<file path="src/rtl/vref_pkg.sv">
// constants shared by the reference ladder control block
package vref_pkg;

	// ****************************************
	// clock and bus
	// ****************************************
	localparam int unsigned CLK_HZ = 50_000_000;
	localparam int unsigned NS_PER_US = 1000;
	localparam int unsigned HZ_PER_MHZ = 1_000_000;
	localparam int unsigned ADDR_W = 12;
	localparam int unsigned DATA_W = 32;

	// ****************************************
	// register map (index, byte address is four times it)
	// ****************************************
	localparam logic [7:0] CTRL_IDX = 8'h9F;
	localparam logic [7:0] STAT_IDX = 8'hA0;
	localparam logic [ADDR_W-1:0] CTRL_ADDR = {2'h0, CTRL_IDX, 2'h0};
	localparam logic [ADDR_W-1:0] STAT_ADDR = {2'h0, STAT_IDX, 2'h0};

	// ****************************************
	// control register fields
	// ****************************************
	localparam int unsigned POWER_BIT = 7;
	localparam int unsigned PIN_BIT = 6;
	localparam int unsigned RANGE_BIT = 5;
	localparam int unsigned UNUSED_BIT = 4;
	localparam int unsigned TAP_LSB = 0;
	localparam int unsigned TAP_W = 4;
	localparam int unsigned TAPS = 16;
	localparam logic [7:0] CTRL_RESET = 8'h00;
	localparam logic [7:0] CTRL_WMASK = 8'hEF;

	// ****************************************
	// status register fields
	// ****************************************
	localparam int unsigned STAT_SETTLE_BIT = 0;
	localparam int unsigned STAT_LIVE_BIT = 1;
	localparam int unsigned STAT_NUM_LSB = 8;
	localparam int unsigned STAT_DEN_LSB = 16;

	// ****************************************
	// ladder ratios, level = num / den of the supply
	// ****************************************
	localparam int unsigned RATIO_W = 6;
	localparam logic [RATIO_W-1:0] LOW_DEN = 6'h18;
	localparam logic [RATIO_W-1:0] HIGH_DEN = 6'h20;
	localparam logic [RATIO_W-1:0] HIGH_BASE = 6'h08;

endpackage

</file>
<file path="src/rtl/vref_ladder_if.sv">
// carrier between the register logic and the tap decoder
`timescale 1ns/100ps
interface vref_ladder_if;
	// next register contents, driven by the register logic
	logic power_d;
	logic low_range_d;
	logic [vref_pkg::TAP_W-1:0] tap_d;
	// decoded ladder state, driven by the decoder
	logic [vref_pkg::TAPS-1:0] low_onehot;
	logic [vref_pkg::TAPS-1:0] high_onehot;
	logic [vref_pkg::RATIO_W-1:0] ratio_num;
	logic [vref_pkg::RATIO_W-1:0] ratio_den;

	modport regs (output power_d, low_range_d, tap_d,
		input low_onehot, high_onehot, ratio_num, ratio_den);
	modport dec (input power_d, low_range_d, tap_d,
		output low_onehot, high_onehot, ratio_num, ratio_den);
endinterface

</file>
<file path="src/rtl/vref_apb_decode.sv">
// apb phase and address decode for the reference ladder registers
`timescale 1ns/100ps
module vref_apb_decode (
	// apb request
	input wire logic psel_i,
	input wire logic penable_i,
	input wire logic pwrite_i,
	input wire logic [vref_pkg::ADDR_W-1:0] paddr_i,
	// decoded strobes
	output logic setup_o,
	output logic access_o,
	output logic hit_ctrl_o,
	output logic hit_stat_o,
	output logic unmapped_o,
	output logic wr_ctrl_o
);

	// phases: setup loads read data, access commits writes
	assign setup_o = psel_i & ~penable_i;
	assign access_o = psel_i & penable_i;

	// full address compare, misaligned addresses fall to unmapped
	assign hit_ctrl_o = (paddr_i == vref_pkg::CTRL_ADDR);
	assign hit_stat_o = (paddr_i == vref_pkg::STAT_ADDR);
	assign unmapped_o = ~hit_ctrl_o & ~hit_stat_o;
	assign wr_ctrl_o = access_o & pwrite_i & hit_ctrl_o;

endmodule

</file>
<file path="src/rtl/vref_tap_decoder.sv">
// tap select decoder for the two ladder ranges
`timescale 1ns/100ps
module vref_tap_decoder (
	// clock and reset
	input wire logic sys_clk_i,
	input wire logic nrst_i,
	// ladder carrier
	vref_ladder_if.dec lad
);

	// one tap line out of sixteen
	function automatic logic [vref_pkg::TAPS-1:0] tap_line(
		input logic [vref_pkg::TAP_W-1:0] tap);
		tap_line = '0;
		tap_line[tap] = 1'b1;
	endfunction

	logic [vref_pkg::TAPS-1:0] low_d;
	logic [vref_pkg::TAPS-1:0] high_d;
	logic [vref_pkg::RATIO_W-1:0] num_d;
	logic [vref_pkg::RATIO_W-1:0] den_d;
	logic [vref_pkg::TAPS-1:0] low_q;
	logic [vref_pkg::TAPS-1:0] high_q;
	logic [vref_pkg::RATIO_W-1:0] num_q;
	logic [vref_pkg::RATIO_W-1:0] den_q;

	// tap lines are dropped while powered down so no segment conducts
	assign low_d = (lad.power_d & lad.low_range_d) ? tap_line(lad.tap_d) : '0;
	assign high_d = (lad.power_d & ~lad.low_range_d) ? tap_line(lad.tap_d) : '0;
	// low range n/24, high range quarter plus n/32
	assign num_d = lad.low_range_d ? {2'h0, lad.tap_d}
		: vref_pkg::HIGH_BASE + {2'h0, lad.tap_d};
	assign den_d = lad.low_range_d ? vref_pkg::LOW_DEN : vref_pkg::HIGH_DEN;

	// registered with the control register so both move on one edge
	always_ff @(posedge sys_clk_i or negedge nrst_i) begin
		if (!nrst_i) begin
			low_q <= '0;
			high_q <= '0;
			num_q <= vref_pkg::HIGH_BASE;
			den_q <= vref_pkg::HIGH_DEN;
		end else begin
			low_q <= low_d;
			high_q <= high_d;
			num_q <= num_d;
			den_q <= den_d;
		end
	end

	assign lad.low_onehot = low_q;
	assign lad.high_onehot = high_q;
	assign lad.ratio_num = num_q;
	assign lad.ratio_den = den_q;

endmodule

</file>
<file path="src/rtl/vref_ladder_control.sv">
// apb control register and ladder drive for the 16-tap voltage reference
`timescale 1ns/100ps
module vref_ladder_control #(
	parameter int unsigned SETTLE_NS = 10000
) (
	// clock and reset
	input wire logic sys_clk_i,
	input wire logic nrst_i,
	// apb slave
	input wire logic psel_i,
	input wire logic penable_i,
	input wire logic pwrite_i,
	input wire logic [vref_pkg::ADDR_W-1:0] paddr_i,
	input wire logic [vref_pkg::DATA_W-1:0] pwdata_i,
	input wire logic [3:0] pstrb_i,
	output logic [vref_pkg::DATA_W-1:0] prdata_o,
	output logic pready_o,
	output logic pslverr_o,
	// ladder controls
	output logic ladder_power_on_o,
	output logic ladder_pin_connect_o,
	output logic ladder_low_range_o,
	output logic [vref_pkg::TAP_W-1:0] ladder_tap_select_o,
	output logic [vref_pkg::TAPS-1:0] ladder_low_taps_o,
	output logic [vref_pkg::TAPS-1:0] ladder_high_taps_o,
	output logic [vref_pkg::RATIO_W-1:0] ladder_ratio_num_o,
	output logic [vref_pkg::RATIO_W-1:0] ladder_ratio_den_o,
	output logic ladder_settling_o
);

	// ****************************************
	// timing
	// ****************************************

	// settling window, rounded up to whole cycles and never below one
	localparam int unsigned SETTLE_RAW =
		(SETTLE_NS * (vref_pkg::CLK_HZ / vref_pkg::HZ_PER_MHZ) + vref_pkg::NS_PER_US - 1)
		/ vref_pkg::NS_PER_US;
	localparam int unsigned SETTLE_CYC = (SETTLE_RAW < 1) ? 1 : SETTLE_RAW;
	localparam int unsigned SETTLE_CW = $clog2(SETTLE_CYC + 1);
	localparam logic [SETTLE_CW-1:0] SETTLE_LOAD = SETTLE_CW'(SETTLE_CYC);

	// ****************************************
	// bus decode
	// ****************************************

	logic setup;
	logic access;
	logic hit_ctrl;
	logic hit_stat;
	logic unmapped;
	logic wr_ctrl;

	vref_apb_decode u_decode (
		.psel_i(psel_i),
		.penable_i(penable_i),
		.pwrite_i(pwrite_i),
		.paddr_i(paddr_i),
		.setup_o(setup),
		.access_o(access),
		.hit_ctrl_o(hit_ctrl),
		.hit_stat_o(hit_stat),
		.unmapped_o(unmapped),
		.wr_ctrl_o(wr_ctrl)
	);

	// ****************************************
	// control register
	// ****************************************

	logic [7:0] ctrl_q;
	logic [7:0] ctrl_d;
	logic ctrl_wr;
	logic ctrl_change;

	// only the low byte lane carries the register, so its strobe gates it
	assign ctrl_wr = wr_ctrl & pready_o & pstrb_i[0];
	// bit 4 is masked off here so it can never be stored
	assign ctrl_d = ctrl_wr ? (pwdata_i[7:0] & vref_pkg::CTRL_WMASK) : ctrl_q;
	assign ctrl_change = ctrl_wr & (ctrl_d != ctrl_q);

	// the register itself
	always_ff @(posedge sys_clk_i or negedge nrst_i) begin
		if (!nrst_i) begin
			ctrl_q <= vref_pkg::CTRL_RESET;
		end else begin
			ctrl_q <= ctrl_d;
		end
	end

	// field outputs come straight from the register flops
	assign ladder_power_on_o = ctrl_q[vref_pkg::POWER_BIT];
	assign ladder_pin_connect_o = ctrl_q[vref_pkg::PIN_BIT];
	assign ladder_low_range_o = ctrl_q[vref_pkg::RANGE_BIT];
	assign ladder_tap_select_o = ctrl_q[vref_pkg::TAP_LSB +: vref_pkg::TAP_W];

	// ****************************************
	// tap decoder
	// ****************************************

	vref_ladder_if lad ();

	// decoder is fed the next value so its flops land on the same edge
	assign lad.power_d = ctrl_d[vref_pkg::POWER_BIT];
	assign lad.low_range_d = ctrl_d[vref_pkg::RANGE_BIT];
	assign lad.tap_d = ctrl_d[vref_pkg::TAP_LSB +: vref_pkg::TAP_W];

	vref_tap_decoder u_taps (
		.sys_clk_i(sys_clk_i),
		.nrst_i(nrst_i),
		.lad(lad)
	);

	assign ladder_low_taps_o = lad.low_onehot;
	assign ladder_high_taps_o = lad.high_onehot;
	assign ladder_ratio_num_o = lad.ratio_num;
	assign ladder_ratio_den_o = lad.ratio_den;

	// ****************************************
	// settling tracker
	// ****************************************

	logic [SETTLE_CW-1:0] settle_q;
	logic [SETTLE_CW-1:0] settle_d;

	// any change of level restarts the window; the analog settling
	// itself is not observed, so this is only a conservative estimate
	assign settle_d = ctrl_change ? SETTLE_LOAD
		: (settle_q != '0) ? settle_q - SETTLE_CW'(1) : settle_q;

	always_ff @(posedge sys_clk_i or negedge nrst_i) begin
		if (!nrst_i) begin
			settle_q <= '0;
		end else begin
			settle_q <= settle_d;
		end
	end

	assign ladder_settling_o = (settle_q != '0);

	// ****************************************
	// read path and answer
	// ****************************************

	logic [vref_pkg::DATA_W-1:0] ctrl_rd;
	logic [vref_pkg::DATA_W-1:0] stat_rd;
	logic [vref_pkg::DATA_W-1:0] rdata_d;
	logic [vref_pkg::DATA_W-1:0] rdata_q;
	logic err_q;

	// upper bits and bit 4 read as zero
	assign ctrl_rd = {24'h000000, ctrl_q};
	always_comb begin
		stat_rd = '0;
		stat_rd[vref_pkg::STAT_SETTLE_BIT] = ladder_settling_o;
		stat_rd[vref_pkg::STAT_LIVE_BIT] = |(lad.low_onehot | lad.high_onehot);
		stat_rd[vref_pkg::STAT_NUM_LSB +: vref_pkg::RATIO_W] = lad.ratio_num;
		stat_rd[vref_pkg::STAT_DEN_LSB +: vref_pkg::RATIO_W] = lad.ratio_den;
	end
	assign rdata_d = hit_ctrl ? ctrl_rd : hit_stat ? stat_rd : '0;

	// read data is latched in the setup cycle, so the slave never waits;
	// the single master cannot change the register between the two phases
	always_ff @(posedge sys_clk_i or negedge nrst_i) begin
		if (!nrst_i) begin
			rdata_q <= '0;
			err_q <= 1'b0;
		end else if (setup) begin
			rdata_q <= rdata_d;
			err_q <= unmapped;
		end
	end

	assign prdata_o = rdata_q;
	assign pready_o = 1'b1;
	assign pslverr_o = err_q & access;

	// helper: first cycle after reset release
	logic first_q;
	always_ff @(posedge sys_clk_i or negedge nrst_i) begin
		if (!nrst_i) begin
			first_q <= 1'b1;
		end else begin
			first_q <= 1'b0;
		end
	end
endmodule

</file>
<file path="config.mk">
export PLATFORM = sky130hd
export DESIGN_NAME = vref_ladder_control
export DESIGN_NICKNAME = d
export VERILOG_FILES = /design/src/rtl/vref_pkg.sv /design/src/rtl/vref_ladder_if.sv /design/src/rtl/vref_apb_decode.sv /design/src/rtl/vref_tap_decoder.sv /design/src/rtl/vref_ladder_control.sv
export SDC_FILE = /design/constraint.sdc
export NUM_CORES = 1
export LEC_CHECK = 0
export ABC_AREA = 1
export BUFFER_PORTS_ARGS = -buffer_cell sky130_fd_sc_hd__buf_2
export CORE_MARGIN = 8
export CORE_UTILIZATION = 44
export CTS_CLUSTER_SIZE = 8
export DETAILED_ROUTE_END_ITERATION = 7
export MAX_ROUTING_LAYER = met4
export PLACE_DENSITY = 0.76
export SETUP_SLACK_MARGIN = 0.2
export SLEW_MARGIN = 20
export SYNTH_ARGS = -nofsm -noshare
export SYNTH_HDL_FRONTEND = slang
export SYNTH_HIERARCHICAL = 1
export SYNTH_SLANG_ARGS = --single-unit
</file>
<file path="constraint.sdc">
create_clock -name sys_clk_i -period 1.4 [get_ports sys_clk_i]
set_input_delay 0.21 -clock sys_clk_i [delete_from_list [all_inputs] [get_ports sys_clk_i]]
set_output_delay 0.21 -clock sys_clk_i [all_outputs]
set_load 0.1 [all_outputs]
</file>
==> results.json, run 1 <==
{
  "status": "finished, violations left",
  "violations": "setup timing",
  "wl_um": 13000,
  "gp_congestion": 0.851,
  "cp_slowest_cell": "dfrtp_1",
  "grt_pass1_wl_um": 18300,
  "nNetsFinal": 644,
  "synth.most_common_cell": "nand2_1",
  "path_clk_slew_ns": 0.08,
  "core_area_um2": 8050,
  "fmax_mhz": 628,
  "required_ns": 1.19,
  "dp_hpwl_um": 7160,
  "antenna_found_initial": 0,
  "crit_path_max_fanout": 2,
  "path_cells": "inv_2, ha_4, nand2_4, nor2_4, nand3_4, buf_12",
  "pre_cts_slack_ns": -0.521,
  "cp-start-kind": "flop",
  "syn_avg_cell_area_um2": 8.13,
  "ant_nets": 0,
  "grt_pass1_vias": 3564,
  "fin_crit_ns": 1.59,
  "yosysWarnings": 6,
  "grtUsageMet2_pct": 37.3,
  "seq_area_frac_synth_pct": 53.7,
  "die_x_um": 106,
  "power_density_nw_per_um2": 791,
  "stdcell_count": 699,
  "die_y_um": 106,
  "syn_to_final_growth_pct": 73.5,
  "final_hold_viol_count": 0,
  "cts_buffers": 9,
  "syn_inst": 442,
  "seq_power_share_pct": 47.8,
  "synth_top_area_share_pct": 52.2,
  "synthFlopType": "dfrtp_1",
  "grt_use_total_pct": 21.2,
  "drv_cap": 0,
  "drtIter0Drc": 180,
  "rows": 33,
  "p_switching_uw": 1430,
  "antennaDiodeCount": 0,
  "worst_slack_ns": -0.192,
  "viasPerCell": 5.02,
  "clockPowerShare_pct": 37.9,
  "rsz0062_at_grt": "yes",
  "synth_cell_types": 30,
  "endpoint_kind": "primary output",
  "start_util_pct": 44.6,
  "netlist_area_um2": 3590,
  "grt_max_degree": 42,
  "sw_frac_of_total_pct": 28.9,
  "async_flop_share_pct": 100,
  "crit_type": "reg2out",
  "fin_crit_sh_pct": 114,
  "overflow": 0,
  "yosys.area.top_type": "dfrtp_1",
  "arrival_ns": 1.38,
  "io_pins": 139,
  "comb_power_share_pct": 14.3,
  "cts_tree": "built",
  "drc": 0,
  "grtUsageMet1_pct": 23.0,
  "skew_ns": 0.00919,
  "slew_violations": 0,
  "clk_latency_ns": 0.35,
  "power.leakage_uw": 0.00297,
  "intPower_uw": 3500,
  "vdd_drop_max_mv": 0.908,
  "grt_use_met3_pct": 5.14,
  "drive_above_1_share_pct": 51.7,
  "drt_first_pass_iters": 6,
  "clockRootBuffer": "clkbuf_8",
  "route.vias.total": 3509,
  "worstHoldPathType": "in2reg",
  "synth-seq-cells": 77,
  "clock-sinks": 77,
  "wl_per_cell_um": 18.6,
  "dp_cells": 646,
  "finalSetupTns_ns": -1.73,
  "cts.htree.levels": 3,
  "synth_top_cells_by_count": "nand2_1, nor2_1, dfrtp_1",
  "busiest_layer": "met2",
  "synth_edf_count": 0,
  "whs_ns": 0.160,
  "io_buffers": 93,
  "cts_max_path_buffers": 2,
  "setup_viol": 35,
  "cpPeakStageDelay_ns": 0.39,
  "die-area_um2": 11300,
  "netlist_top_cells_area": "dfrtp_1, nand2_1, nor2_1, inv_1, buf_4"
}
-- routing by layer --
metal	vias up	wire length, µm
met5	-	0
met1	1724	4900
met2	156	6890
met4	0	448
li1	1587	-
met3	42	795
-- metrics by stage --
| step | power [µW] | util [%] | area (µm²) |
|---|---|---|---|
| floorplan | 2870 | - | 3850 |
| global placement | 3000 | 56.6 | 4560 |
| detailed placement | 3020 | 56.6 | 4560 |
| CTS | 4890 | 71.1 | 5730 |
| global route | 5110 | 77.4 | 6230 |
| finish | 4930 | 77.4 | 6230 |
-- power by group through the flow --
| stage | clock network, µW | logic [µW] | registers, µW |
|---|---|---|---|
| 2_1_floorplan | 0 | 469 | 2400 |
| 3_3_place_gp | 0 | 599 | 2400 |
| 3_5_place_dp | 0 | 620 | 2400 |
| 4_1_cts | 1860 | 665 | 2360 |
| 5_1_grt | 1960 | 784 | 2370 |
| 6_report | 1870 | 704 | 2360 |
-- state kept, by name, summed over array words and instances (netlist names) --
name / cells
u_taps/lad.low_onehot: 16
u_taps/lad.ratio_den: 2
u_taps/lad.ratio_num: 5
prdata_o: 20
ctrl_q: 8
u_taps/lad.high_onehot: 16
err_q: 1
settle_q: 9
-- kinds of logic (layout without fill, tap and decap cells) --
| logic type | count (synthesis) | after routing | share of synthesized area, % |
|---|---|---|---|
| and+or+nand+nor | 223 | 225 | 26.3 |
| buffers and inverters | 104 | 240 | 13.6 |
| DFF | 77 | 77 | 53.7 |
| AOI/OAI and AO/OA | 31 | 31 | 4.77 |
| other | 3 | 17 | 0.313 |
| adders and majority gates | 2 | 2 | 0.697 |
| xor gates and xnor gates | 1 | 1 | 0.244 |
| muxes | 1 | 1 | 0.313 |
-- critical path: cells and delay by family (launching register included) --
kind / cells / cell delay, ns
DFF: 1 / 0.39
buffers and inverters: 2 / 0.26
and+or+nand+nor: 3 / 0.25
adders and majority gates: 1 / 0.14
-- cell usage in the layout, fill, tap and decap left out, types with 2 or more instances in the layout --
cell type / Yosys / layout
buf_12: 0 / 42
dfstp_2: 2 / 2
buf_6: 1 / 52
nand3_4: 0 / 2
clkinv_2: 0 / 2
conb_1: 3 / 17
nand2_1: 103 / 65
nor2_1: 82 / 54
o21ai_4: 0 / 6
dfrtp_1: 75 / 54
nand3_1: 13 / 11
clkinv_4: 0 / 4
dfrtp_2: 0 / 17
inv_1: 71 / 52
nand4_1: 5 / 5
nand3_2: 4 / 4
nor2_4: 2 / 18
buf_4: 23 / 33
bufinv_16: 0 / 2
ha_4: 0 / 2
o22ai_1: 7 / 7
buf_2: 2 / 12
nor2_2: 7 / 19
dfrtp_4: 0 / 4
inv_2: 3 / 16
clkbuf_8: 0 / 9
nand2_8: 0 / 4
o21ai_1: 0 / 6
buf_8: 0 / 8
nand2_2: 3 / 27
nand2_4: 1 / 13
inv_4: 1 / 2
o21ai_0: 21 / 9
-- worst paths after layout --
path / depth (start not counted) / slack (ns) / end / start
hold / removal: 3 / 0.16 / ctrl_q[6] / pwdata_i[6]
max in group asynchronous: 3 / 0.56 / ctrl_q[6] / nrst_i
setup reg to reg: 9 / -0.03 / settle_q[2] / settle_q[1]
min in group asynchronous: 2 / 0.27 / prdata_o[10] / nrst_i
setup / recovery: 6 / -0.19 / ladder_settling_o / settle_q[1]
hold reg to reg: 2 / 0.50 / settle_q[8] / settle_q[8]
-- what timing repair did --
action | 4_1_cts | 5_1_grt
gates resized for setup | 220 | 109
endpoints found under the hold margin | 18 | 0
setup endpoints to repair | 120 | 107
buffers inserted | 22 | 11
pin swaps | 54 | 41
gates cloned | 3 | 0
hold buffers | 1 | 0
-- layout make-up --
type / instances / area [µm²]
sequential: 77 / 1970
timing repair buffer: 149 / 1890
clock buffer: 10 / 128
fill: 438 / 1820
multi-input combinational: 277 / 1720
inverter: 75 / 313
tap: 105 / 131
clock inverter: 6 / 87.6
Note: power is estimated with default switching activity, not from simulation.
==> run 2, diff against run 1 <==
- CORE_UTILIZATION: 44 -> 49
- CTS_CLUSTER_SIZE: 8 -> unset
- PLACE_DENSITY: 0.76 -> unset
- PLACE_DENSITY_LB_ADDON: unset -> 0.1
- clock period: 1.4 -> 1.8 ns (I/O delays scaled with it)
==> run 2 against run 1 <==
Effect of this change:
- the run now ends clean
- flip-flop and latch count is the same
- hold slack gained 0.076 ns
- count of clock-buffer cells in the layout shrank 1
- final area shrank 23%
- combinational power shrank 32%
- non-clock buffer count shrank 24
- global-route usage shrank 2.9 points
- clock skew shrank 0.00061 ns
- critical path depth is the same
- sequential share of layout area grew 8.6 points
- worst setup slack gained 0.28 ns
==> results.json, run 2 (synthesized netlist as in run 1, its figures left out) <==
{
  "status": "finished clean",
  "core_area_um2": 7180,
  "cts_buffers": 9,
  "power_density_nw_per_um2": 841,
  "fin_area_um2": 4820,
  "cts.htree.levels": 3,
  "required_ns": 1.53,
  "vdd_drop_max_mv": 0.579,
  "clock-sinks": 77,
  "rsz0062_at_grt": "yes",
  "start_util_pct": 50.1,
  "io_buffers": 93,
  "clk_latency_ns": 0.35,
  "clockPowerShare_pct": 42.7,
  "slew_violations": 0,
  "io_pins": 139,
  "wl_per_cell_um": 13.7,
  "final_hold_viol_count": 0,
  "cp-start-kind": "flop",
  "fin_crit_sh_pct": 95.2,
  "drv_cap": 0,
  "rows": 31,
  "drtIter0Drc": 121,
  "drt_first_pass_iters": 4,
  "grt_max_degree": 58,
  "p_switching_uw": 1080,
  "post-route-util_pct": 67.1,
  "die_x_um": 102,
  "hold_depth": 3,
  "r2r_cells": 10,
  "drive_above_1_share_pct": 35.5,
  "die_y_um": 102,
  "worstHoldPathType": "in2reg",
  "route.vias.total": 3130,
  "sw_frac_of_total_pct": 26.6,
  "skew_ns": 0.00858,
  "viasPerCell": 4.69,
  "fin_crit_ns": 1.71,
  "antenna_found_initial": 0,
  "final_cell_mix": "nand2_1, buf_2, nor2_1, dfrtp_1, inv_1",
  "gp_congestion": 0.838,
  "ant_nets": 0,
  "arrival_ns": 1.44,
  "clockRootBuffer": "clkbuf_8",
  "grt_pass1_vias": 2993,
  "finalSetupTns_ns": 0,
  "setup_viol": 0,
  "nNetsFinal": 619,
  "die-area_um2": 10300,
  "dp_hpwl_um": 6450,
  "crit_type": "reg2out",
  "overflow": 0,
  "intPower_uw": 2970,
  "comb_power_share_pct": 11.8,
  "final_common_cell": "nand2_1",
  "syn_to_final_growth_pct": 34.1,
  "grt_pass1_wl_um": 14200,
  "seq_power_share_pct": 45.5,
  "largest_reg_flops": 20,
  "endpoint_kind": "primary output",
  "placed_area_um2": 4290,
  "path_clk_slew_ns": 0.08,
  "drc": 0,
  "grt_use_total_pct": 18.3,
  "antennaDiodeCount": 0,
  "fmax_mhz": 583,
  "crit_path_max_fanout": 2,
  "power.leakage_uw": 0.00265,
  "cts_tree": "built",
  "cts_max_path_buffers": 2,
  "wl_um": 9150
}
-- run 2: cell types whose count changed in the layout (fill, tap and decap cells not counted), sizes merged --
cell,previous run,this run
nand2,109,108
buf,148,121
inv,72,76
clkbuf,10,12
clkinv,6,1
bufinv,2,4
-- run 2: critical path: stages (launching register included) --
cell and delay, ns:
dfrtp_1 0.40, inv_2 0.10, ha_4 0.16, nand2_4 0.05, nor2_4 0.11, nand3_4 0.10
buf_12 0.18
-- run 2: repair_timing --
item	4_1_cts	5_1_grt
endpoints found under the hold margin	19	0
hold buffers	1	0
cloned	0	1
gates resized for setup	7	33
buffers inserted	4	9
pin swaps	4	20
endpoints found under the setup margin	8	42
-- run 2: path summary, 6_finish.rpt --
kind	startpoint	slack [ns]	to
min in group asynchronous	nrst_i	0.35	prdata_o[18]
max in group asynchronous	nrst_i	0.83	u_taps/lad.ratio_den[5]
min reg2reg	u_taps/lad.ratio_num[1]	0.49	prdata_o[9]
min	pwdata_i[6]	0.24	ctrl_q[6]
max	settle_q[1]	0.09	ladder_settling_o
max reg2reg	settle_q[1]	0.32	settle_q[5]
-- run 2: metal layers --
metal,routed length [µm],vias up,global-route usage (%),part of all wire [%]
li1,-,1537,-,-
met1,3750,1494,21.0,41
met2,4650,91,30.1,51
met3,651,8,5.22,7.1
met4,104,0,5.96,1.1
met5,0,-,-,0
-- run 2: cell type report --
type                    instances  area (µm²)
well taps                      99         124
flip-flops and latches         77        1930
repair buffers                125         791
clock inverters                 7         145
inverters                      75         294
fillers                       597        2360
clock buffers                   9         124
multi-input cells             276        1400
-- run 2: per-stage QoR --
step                cells  hold WS, ns  total power, µW  setup WS [ns]
finish                668        0.235             4050         0.0856
global route          668        0.240             4200         0.0162
global placement      637        0.176             2300         -0.107
detailed placement    637        0.182             2310         -0.165
floorplan             456      -0.0256             2220          0.116
CTS                   658        0.228             4060         0.0827
-- run 2: power groups by stage --
stage | combinational (µW) | sequential (µW) | clock [µW]
after CTS | 454 | 1840 | 1760
after global routing | 518 | 1850 | 1830
after detailed placement | 436 | 1870 | 0
final | 477 | 1840 | 1730
after global placement | 429 | 1870 | 0
after floorplan | 359 | 1860 | 0
